**src/inc/cci_consts.vh**
```
// Constants for the calibration command interpreter
`ifndef CCI_CONSTS_VH
`define CCI_CONSTS_VH
// Command codes on cmd_code
`define CCI_CMD_FACTORY_RESTORE 4'h1
`define CCI_CMD_STORE_CONFIG 4'h2
`define CCI_CMD_CALIBRATE_NOW 4'h3
`define CCI_CMD_CTRL_WRITE 4'h4
`define CCI_CMD_CTRL_READ 4'h5
`define CCI_CMD_RESTART 4'h6
`define CCI_CMD_PARAM_WRITE 4'h7
`define CCI_CMD_MEAS_READ 4'h8
`define CCI_CMD_STATUS_READ 4'h9
// Reply codes on rsp_code
`define CCI_RSP_NONE 4'h0
`define CCI_RSP_BANNER 4'h1
`define CCI_RSP_OK 4'h2
`define CCI_RSP_CTRL 4'h3
`define CCI_RSP_UNKNOWN 4'h4
`define CCI_RSP_VALUE_LIMIT 4'h5
`define CCI_RSP_CHANNEL_OFF 4'h6
`define CCI_RSP_UNDERFLOW 4'h7
`define CCI_RSP_OVERFLOW 4'h8
`define CCI_RSP_VALUE 4'h9
`define CCI_RSP_STATUS 4'hA
// Control byte fields and reset value
`define CCI_CTRL_MANUAL_BIT 0
`define CCI_CTRL_START_BIT 1
`define CCI_CTRL_RESET 8'h00
// Status byte field
`define CCI_STAT_CAL_BIT 0
// Timing, clock 10 MHz
`define CCI_CLK_HZ 10000000
`define CCI_EARLY_MIN 15
`define CCI_LATE_MIN 60
`define CCI_EARLY_RUNS 4
`define CCI_BANNER_MAX_MS 5000
`endif

```
**src/rtl/cci_timer.v**
```verilog
// Minute tick generator for automatic calibration scheduling
module cci_timer #(
    parameter CYC_PER_MIN = 600000000
) (
    // Clock and reset
    input wire clk,
    input wire rst_n,
    // Restart of the count
    input wire clear,
    // Minute tick
    output reg tick_q
);
    reg [31:0] cnt_q;

    always @(posedge clk)
    begin
        if (!rst_n || clear)
        begin
            cnt_q <= 32'h0;
            tick_q <= 1'b0;
        end
        else if (cnt_q == CYC_PER_MIN - 1)
        begin
            cnt_q <= 32'h0;
            tick_q <= 1'b1;
        end
        else
        begin
            cnt_q <= cnt_q + 32'h1;
            tick_q <= 1'b0;
        end
    end
endmodule

```
**src/rtl/cci_core.v**
```verilog
// Calibration command interpreter core
//
// Behaviour
// - Factory restore keeps range, restarts, sends banner
// - Save writes config to storage, replies OK
// - Auto calibration every 15 min, then hourly
// - Manual bit set stops automatic calibration
// - Start bit rising edge starts calibration
// - Control write/read reply with control byte
// - Banner with release after every reset
// - Banner within five seconds of reset
// - Unknown command gives unknown-command error
// - Out-of-limit parameter gives value-limit error
// - Switched-off channel read gives channel error
// - Below range measurement gives underflow error
// - Above range measurement gives overflow error
// - Status bit 0 set while calibrating
// - Out-of-range measurement answered with error
`include "cci_consts.vh"
module cci_core #(
    parameter CYC_PER_MIN = 600000000,
    parameter BANNER_DELAY = 1000,
    parameter CAL_CYCLES = 1000,
    parameter RANGE_W = 4,
    parameter VALUE_W = 16,
    parameter RELEASE = 8'h10
) (
    // Clock and reset
    input wire clk,
    input wire rst_n,
    // Command in
    input wire cmd_valid,
    input wire [3:0] cmd_code,
    input wire [7:0] cmd_data,
    // Parameter write check
    input wire [VALUE_W-1:0] param_value,
    input wire [VALUE_W-1:0] param_min,
    input wire [VALUE_W-1:0] param_max,
    input wire param_is_upper,
    input wire [VALUE_W-1:0] param_pair_lower,
    // Measurement read inputs
    input wire [1:0] meas_channel,
    input wire [2:0] channel_on,
    input wire [VALUE_W-1:0] meas_value,
    input wire [VALUE_W-1:0] meas_lo,
    input wire [VALUE_W-1:0] meas_hi,
    // Configuration storage
    input wire [RANGE_W-1:0] work_range,
    input wire store_done,
    // Reply out
    output reg rsp_valid_q,
    output reg [3:0] rsp_code_q,
    output reg [VALUE_W-1:0] rsp_data_q,
    // Actions
    output reg load_defaults_q,
    output reg [RANGE_W-1:0] keep_range_q,
    output reg store_start_q,
    output reg cal_busy_q,
    output reg [7:0] ctrl_q
);
    localparam S_BOOT = 2'h0;
    localparam S_IDLE = 2'h1;
    localparam S_STORE = 2'h2;

    reg [1:0] state_q;
    reg [31:0] wait_q;
    reg [31:0] cal_cnt_q;
    reg start_prev_q;
    reg [5:0] min_q;
    reg [2:0] early_q;
    reg soft_rst_q;
    wire tick;
    reg cal_req;
    reg auto_due;

    function out_of_range;
        input [VALUE_W-1:0] v;
        input [VALUE_W-1:0] lo;
        input [VALUE_W-1:0] hi;
        begin
            out_of_range = (v < lo) || (v > hi);
        end
    endfunction

    ////////////////////////////////////////////////////////////////
    // Minute ticks
    cci_timer #(
        .CYC_PER_MIN(CYC_PER_MIN)
    ) u_timer (
        .clk(clk),
        .rst_n(rst_n),
        .clear(soft_rst_q),
        .tick_q(tick)
    );

    always @*
    begin
        auto_due = 1'b0;
        if (tick && !ctrl_q[`CCI_CTRL_MANUAL_BIT])
        begin
            if (early_q < `CCI_EARLY_RUNS)
                auto_due = (min_q == `CCI_EARLY_MIN - 1);
            else
                auto_due = (min_q == `CCI_LATE_MIN - 1);
        end
    end

    ////////////////////////////////////////////////////////////////
    // Calibration scheduling and run
    always @(posedge clk)
    begin
        if (!rst_n || soft_rst_q)
        begin
            min_q <= 6'h00;
            early_q <= 3'h0;
            cal_busy_q <= 1'b0;
            cal_cnt_q <= 32'h0;
            // Soft reset keeps the control byte, so track it to avoid a false edge
            start_prev_q <= rst_n && ctrl_q[`CCI_CTRL_START_BIT];
        end
        else
        begin
            start_prev_q <= ctrl_q[`CCI_CTRL_START_BIT];
            if (tick)
            begin
                if (auto_due || (min_q == `CCI_LATE_MIN - 1))
                begin
                    min_q <= 6'h00;
                    if (early_q < `CCI_EARLY_RUNS)
                        early_q <= early_q + 3'h1;
                end
                else
                    min_q <= min_q + 6'h01;
            end
            if (cal_req || auto_due)
            begin
                cal_busy_q <= 1'b1;
                cal_cnt_q <= 32'h0;
            end
            else if (cal_busy_q)
            begin
                if (cal_cnt_q == CAL_CYCLES - 1)
                    cal_busy_q <= 1'b0;
                else
                    cal_cnt_q <= cal_cnt_q + 32'h1;
            end
        end
    end

    always @*
    begin
        // Edge only, a steady one does not retrigger
        cal_req = ctrl_q[`CCI_CTRL_START_BIT] && !start_prev_q;
        if (state_q == S_IDLE && cmd_valid && cmd_code == `CCI_CMD_CALIBRATE_NOW)
            cal_req = 1'b1;
    end

    ////////////////////////////////////////////////////////////////
    // Command decode and replies
    always @(posedge clk)
    begin
        if (!rst_n || soft_rst_q)
        begin
            state_q <= S_BOOT;
            wait_q <= 32'h0;
            rsp_valid_q <= 1'b0;
            rsp_code_q <= `CCI_RSP_NONE;
            rsp_data_q <= {VALUE_W{1'b0}};
            store_start_q <= 1'b0;
            soft_rst_q <= 1'b0;
            load_defaults_q <= 1'b0;
            if (!rst_n)
            begin
                ctrl_q <= `CCI_CTRL_RESET;
                keep_range_q <= {RANGE_W{1'b0}};
            end
        end
        else
        begin
            rsp_valid_q <= 1'b0;
            store_start_q <= 1'b0;
            load_defaults_q <= 1'b0;
            case (state_q)
                S_BOOT:
                begin
                    if (wait_q == BANNER_DELAY - 1)
                    begin
                        rsp_valid_q <= 1'b1;
                        rsp_code_q <= `CCI_RSP_BANNER;
                        rsp_data_q <= {{(VALUE_W-8){1'b0}}, RELEASE[7:0]};
                        state_q <= S_IDLE;
                    end
                    else
                        wait_q <= wait_q + 32'h1;
                end
                S_STORE:
                begin
                    if (store_done)
                    begin
                        rsp_valid_q <= 1'b1;
                        rsp_code_q <= `CCI_RSP_OK;
                        state_q <= S_IDLE;
                    end
                end
                S_IDLE:
                begin
                    if (cmd_valid)
                    begin
                        rsp_valid_q <= 1'b1;
                        rsp_data_q <= {VALUE_W{1'b0}};
                        case (cmd_code)
                            `CCI_CMD_FACTORY_RESTORE:
                            begin
                                rsp_valid_q <= 1'b0;
                                load_defaults_q <= 1'b1;
                                keep_range_q <= work_range;
                                soft_rst_q <= 1'b1;
                            end
                            `CCI_CMD_RESTART:
                            begin
                                rsp_valid_q <= 1'b0;
                                soft_rst_q <= 1'b1;
                            end
                            `CCI_CMD_STORE_CONFIG:
                            begin
                                rsp_valid_q <= 1'b0;
                                store_start_q <= 1'b1;
                                state_q <= S_STORE;
                            end
                            `CCI_CMD_CALIBRATE_NOW:
                                rsp_code_q <= `CCI_RSP_OK;
                            `CCI_CMD_CTRL_WRITE:
                            begin
                                ctrl_q <= cmd_data;
                                rsp_code_q <= `CCI_RSP_CTRL;
                                rsp_data_q <= {{(VALUE_W-8){1'b0}}, cmd_data};
                            end
                            `CCI_CMD_CTRL_READ:
                            begin
                                rsp_code_q <= `CCI_RSP_CTRL;
                                rsp_data_q <= {{(VALUE_W-8){1'b0}}, ctrl_q};
                            end
                            `CCI_CMD_STATUS_READ:
                            begin
                                rsp_code_q <= `CCI_RSP_STATUS;
                                rsp_data_q <= {{(VALUE_W-1){1'b0}}, cal_busy_q};
                            end
                            `CCI_CMD_PARAM_WRITE:
                            begin
                                if (out_of_range(param_value, param_min, param_max) ||
                                    (param_is_upper && param_value <= param_pair_lower))
                                    rsp_code_q <= `CCI_RSP_VALUE_LIMIT;
                                else
                                    rsp_code_q <= `CCI_RSP_OK;
                            end
                            `CCI_CMD_MEAS_READ:
                            begin
                                if (meas_channel > 2'h2 || !channel_on[meas_channel])
                                    rsp_code_q <= `CCI_RSP_CHANNEL_OFF;
                                else if (meas_value < meas_lo)
                                    rsp_code_q <= `CCI_RSP_UNDERFLOW;
                                else if (meas_value > meas_hi)
                                    rsp_code_q <= `CCI_RSP_OVERFLOW;
                                else
                                begin
                                    rsp_code_q <= `CCI_RSP_VALUE;
                                    rsp_data_q <= meas_value;
                                end
                            end
                            default:
                                rsp_code_q <= `CCI_RSP_UNKNOWN;
                        endcase
                    end
                end
                default:
                    state_q <= S_IDLE;
            endcase
        end
    end
endmodule

```
**config.mk**
```make
export PLATFORM = sky130hd
export DESIGN_NAME = cci_core
export DESIGN_NICKNAME = d
export VERILOG_FILES = /design/src/rtl/cci_timer.v /design/src/rtl/cci_core.v
export VERILOG_INCLUDE_DIRS = /design/src /design/src/inc
export SDC_FILE = /design/constraint.sdc
export NUM_CORES = 1
export LEC_CHECK = 0
export BUFFER_PORTS_ARGS = -buffer_cell sky130_fd_sc_hd__buf_4
export CAP_MARGIN = 20
export CORE_ASPECT_RATIO = 0.8
export CORE_MARGIN = 3
export CORE_UTILIZATION = 25
export CTS_CLUSTER_DIAMETER = 200
export DETAILED_ROUTE_END_ITERATION = 10
export SLEW_MARGIN = 20
export SYNTH_ARGS = -nofsm -noshare
export SYNTH_HDL_FRONTEND = slang
export SYNTH_SLANG_ARGS = --single-unit
export TNS_END_PERCENT = 50
```
**constraint.sdc**
```tcl
create_clock -name clk -period 2.4 [get_ports clk]
set_input_delay 0.36 -clock clk [delete_from_list [all_inputs] [get_ports clk]]
set_output_delay 0.36 -clock clk [all_outputs]
set_load 0.005 [all_outputs]
```
# Yosys cells after proc, flatten, opt, wreduce, memory -nomap -nowiden

Cells that the tools add are included.

Register bits after elaboration: 146
Bits in latches: 0
Word-level logic and storage cells: 143
Memories: 0
ROM bits: 0
RAM bits: 0

Order comparisons: 8
Equal/unequal tests: 22
Reductions and logical operators: 38
Bitwise gates (word level): 4
Multiply operators: 0
Shift operators: 0
Div/mod/pow operators: 0
Muxes and demuxes: 49
$add $sub $neg: 5

Operator list:

| cell                  | number |
|---|---|
| $add 32x1->32 const B | 3 |
| $mux 16               | 5 |
| $eq 32x10->1 const B  | 2 |
| $pmux 16 s4           | 1 |
| $mux 4                | 10 |
| $mux 8                | 5 |
| $eq 32x30->1 const B  | 1 |
| $gt 16x16->1          | 2 |
| $lt 16x16->1          | 2 |
| $pmux 16 s2           | 1 |
| $pmux 4 s6            | 1 |
| $eq 4x3->1 const B    | 4 |
| $le 16x16->1          | 1 |
| $mux 1                | 16 |
| $pmux 4 s3            | 1 |
| $reduce_and 4->1      | 3 |
| $ne 2x2->1 const B    | 5 |
| $reduce_bool 2->1     | 5 |
| $reduce_and 3->1      | 3 |
| $eq 4x2->1 const B    | 2 |
| $eq 4x4->1 const B    | 2 |
| $mux 2                | 4 |
| $reduce_or 2->1       | 4 |
| $add 6x1->6 const B   | 1 |
| 24 further kinds      | 42 |

# Depth between registers and ports, before layout

Word-level depth: 8
Gate-level depth with buffers: 12
Depth with buffers taken out: 10

# By module

Synthesis repeated with hierarchy kept, for this count alone.

Cells, all modules: 1037
Area total of the unflattened synthesis: 8769.7 µm²

Modules (own cells, without submodules):

| module    | instances | cells each | area an instance (µm²) |
|---|---|---|---|
| cci_core  | 1         | 868        | 7241.9 |
| cci_timer | 1         | 169        | 1527.7 |

# Worst setup path before layout

OpenSTA, ideal clock, no wires.

Path kind: input -> register
Start: input port cmd_code[2]
End: register ctrl_q[0], enable pin
Path buffers: 1
Cell stages on the path: 3
Data required time: 2.002 ns
Path slack: -0.042 ns
Data arrival time: 2.044 ns
Cell sequence: clkbuf_1 or3b_2 o41ai_1

Longest elaborated chain between the ends: 3

Ends and longest elaborated chain:

| element                            | line           | text |
|---|---|---|
| start: declaration                 | cci_core.v:33  | `input wire [3:0] cmd_code,` |
| $eq 4x3->1                         | cci_core.v:211 | `case (cmd_code)` |
| $reduce_bool 2->1 (no source line) | --             |  |
| $reduce_and 4->1 (no source line)  | --             |  |
| end signal: assignment             | cci_core.v:174 | `` ctrl_q <= `CCI_CTRL_RESET; `` |
| end signal: assignment             | cci_core.v:234 | `ctrl_q <= cmd_data;` |
| end: declaration                   | cci_core.v:59  | `output reg [7:0] ctrl_q` |

Every way passes these cells.
A chain may end at the register's enable or synchronous reset.

# Worst setup path after layout

Start: register cal_cnt_q[0]
End: register cal_cnt_q[28]

Longest elaborated chain between the ends: 3
Elaborated cells on any way between the ends: 4
Classes of those cells: 1 x add/sub; 1 x eq/ne; 1 x bitwise; 1 x reduce/logical

Ends and longest elaborated chain:

| element                                               | line           | text |
|---|---|---|
| start: declaration                                    | cci_core.v:67  | `reg [31:0] cal_cnt_q;` |
| start signal: assignment                              | cci_core.v:145 | `cal_cnt_q <= cal_cnt_q + 32'h1;` |
| branches (longest 3 deep; another with $add 32x1->32) | --             |  |

Parallel ways; which one is timed is not known.

==> run_results.csv <==
group,metric,value,unit
synth,synth-async-reset-ratio,0,%
worst_setup_path,path_max_fanout,8,
synth,synth_fp_nets,1246,
clocking,ctsRootBufferMaster,"clkbuf_16",
clocking,clk_pin_slew,0.06,ns
finish,nFillCells,3524,
grt,grt_pass1_wl,38200,µm
synth,synth.most_common_cell,"nor2_1",
pwr,ir_worst_vdd,0.418,mV
timing,setup_viol,0,
worst_setup_path,reg2regPathDepth,10,
clocking,tritoncts,"done",
placement,place_hpwl,19200,µm
worst_setup_path,rrSetupSlack,0.13,ns
timing,finalCritPeriodShare,94.4,%
timing,fmax,441,MHz
worst_setup_path,start_kind,"register",
routing,wl_per_cell,14.2,µm
timing,hold_slack,0.202,ns
floorplanning,die_area,0.0367,mm²
timing,hold_violations,0,
synth,synth-seq-cells,146,
worst_setup_path,crit_arrival,2.57,ns
routing,antenna_left,0,
worst_setup_path,r2r-end,"cal_cnt_q[28]",
finish,post-route-util,34.2,%
synth,postSynthCellCount,1020,
grt,grt_usage,13.0,%
floorplanning,core.rowCount,60,
routing,drc_errors,0,
clocking,clockBufferDepth,2,
floorplanning,die_y,172,µm
worst_setup_path,critPathKind,"register to register",
synth,synth-edff-count,12,
finish,syn_to_final_growth,34.3,%
routing,dr.pass1.iters,8,
finish,drive_above_1_share,24.6,%
placement,place_ws,-0.463,ns
synth,avgSynthCellArea,8.43,µm²
grt,grt_max_degree,60,
pwr,pwr_density_cell,545,mW/mm²
synth,synth.area.top_cells,"dfxtp_1 (31%), ha_1 (13%), xor2_1 (6.5%)",
routing,via_count,7819,
routing,drtIter0Drc,435,
placement,gp_congestion,0.807,
hold_path,holdPathStages,2,
clocking,cts_buffers,17,
worst_setup_path,required,2.70,ns
timing,drv_slew,0,
synth,synth.cell_area,0.00860,mm²
hold_path,hold_end,"start_prev_q",
finish,n_antenna_cell,0,
floorplanning,ios,174,
floorplanning,die_w,213,µm
routing,highest_layer,"met4",
pwr,leakage,5.06,nW
timing,layout_setup_ws,0.134,ns
synth,ys_seq_area_share,35.4,%
pwr,power,6.30,mW
job,max_cap_violations,0,
timing,skew,0.00934,ns
routing,routed_wl,24100,µm
hold_path,hp-class,"primary input to register",
synth,yosysTopAreaCellShare,31.2,%
routing,vias_per_cell,4.60,
grt,grt_pass1_vias,7461,
floorplanning,initial_utilization,25.5,%
finish,fin_nets,1480,
synth,ys_types,66,
hold_path,holdCritStartpoint,"rst_n",
timing,max-slew-margin-rel,57.6,%
placement,port-buffer-count,173,
placement,dp_cells,1668,
clocking,ctsHoldBuffers,0,
routing,wl_met2,10800,µm
synth,synth_top_area_cell,"dfxtp_1",
run_status,run_status,"finished clean",
synth,synth-main-ff-cell,"dfxtp_1",
grt,antenna_found_initial,0,
clocking,cts_max_level,4,
clocking,clkLatencyLatePin,0.42,ns
timing,worst_pin_slew,0.635,ns
worst_setup_path,setup.worst_path.end_class,"register",
synth,synth_common_cells,"nor2_1 (143), dfxtp_1 (134), inv_1 (99)",
synth,synth-warning-count,0,
routing,wl_met1,11500,µm
routing,met3WireLength,1540,µm
timing,min_period,2.27,ns
floorplanning,core_area,0.0338,mm²
grt,gr-total-overflow,0,
clocking,clock_sinks,146,
worst_setup_path,rr_startpoint,"cal_cnt_q[0]",
finish,finalNonFillerCells,1701,
## flip-flops by register name, indices dropped and copies added (netlist names)
register         cells
min_q                6
early_q              3
store_start_q        1
start_prev_q         1
ctrl_q               8
u_timer.tick_q       1
cal_cnt_q           32
rsp_code_q           4
load_defaults_q      1
soft_rst_q           1
u_timer.cnt_q       32
state_q              2
rsp_valid_q          1
keep_range_q         4
cal_busy_q           1
wait_q              32
rsp_data_q          16
## metal layers
layer  up-vias  global-route usage [%]
li1       3993                       -
met1      3610                    17.8
met2       201                    20.7
met3        15                    3.30
met4         0                    3.22
met5         -                       0
## final cells by class
cell class | count | area [µm²] | area share, %
sequential | 146 | 3040 | 26.3
inverter | 99 | 372 | 3.22
tap | 434 | 543 | 4.70
timing repair buffer | 243 | 1860 | 16.1
clock buffer | 17 | 425 | 3.68
multi-input combinational | 747 | 5090 | 44.1
clock inverter | 15 | 215 | 1.86
## kinds of logic (layout without fill, tap and decap cells)
kind of cell             Yosys count  after routing  synth area share (%)
AND/OR/NAND/NOR                  421            421                  24.2
flip-flops                       146            146                  35.4
AO/OA/AOI/OAI                    131            131                  10.6
buffers and inverters            127            374                  5.88
XOR/XNOR                          95             95                  9.67
adder cells (fa/ha/maj)           88             88                  12.8
multiplexers                      12             12                  1.48
## report_power, final
part | internal [mW] | total (mW) | switching, mW
Clock | 1.84 | 2.89 | 1.06
Combinational | 0.448 | 0.879 | 0.431
Sequential | 2.50 | 2.53 | 0.0323
## per-stage QoR
step	cell area (µm²)	TNS, ns
6_report	11600	0
5_1_grt	11600	-0.00218
4_1_cts	11500	0
3_5_place_dp	10900	-7.15
3_3_place_gp	10900	-5.78
2_1_floorplan	8610	0
## critical path: stages, from the launching register on
cell and delay [ns]:
dfxtp_1 0.33, ha_1 0.21, nand2_1 0.11, or3_4 0.14, o31ai_1 0.07, buf_4 0.18
or4_4 0.57, nor2_4 0.17, nand4_1 0.13, xor2_1 0.16, nor2_1 0.06
## worst max-delay path by stage
stage / from / endpoint / slack [ns] / cells past startpoint
floorplan: meas_hi[11] / rsp_data_q[10] / 0.003 / 12
global placement: meas_value[11] / rsp_data_q[7] / -0.40 / 11
detailed placement: meas_value[11] / rsp_data_q[7] / -0.46 / 11
CTS: cal_cnt_q[0] / cal_cnt_q[28] / 0.07 / 10
global route: cal_cnt_q[0] / cal_cnt_q[30] / -0.002 / 10
finish: cal_cnt_q[0] / cal_cnt_q[28] / 0.13 / 10
## layout by cell type (no fill, tap or decap), types with 6 or more instances in the layout
master and n:
nand4_1 32, a22oi_2 8, o21ai_0 20, buf_4 240, xnor2_1 31, nand2_1 64
inv_1 99, dfxtp_1 134, and3_1 23, a222oi_1 7, and2_1 18, mux2_2 6
edfxtp_1 12, nand3_1 55, nor3_1 17, a21o_1 6, a21oi_1 42, nor4_1 15
nor2_1 143, mux2i_1 6, nand2b_1 7, or3_1 6, clkbuf_16 17, ha_1 88
xor2_1 64, nor2b_1 9, nor2_2 8
## repair_timing
action	4_1_cts	5_1_grt
buffers inserted	0	1
pin swaps	0	2
resized for setup	1	4
setup endpoints to repair	5	15
(Power assumes the default switching activity.)
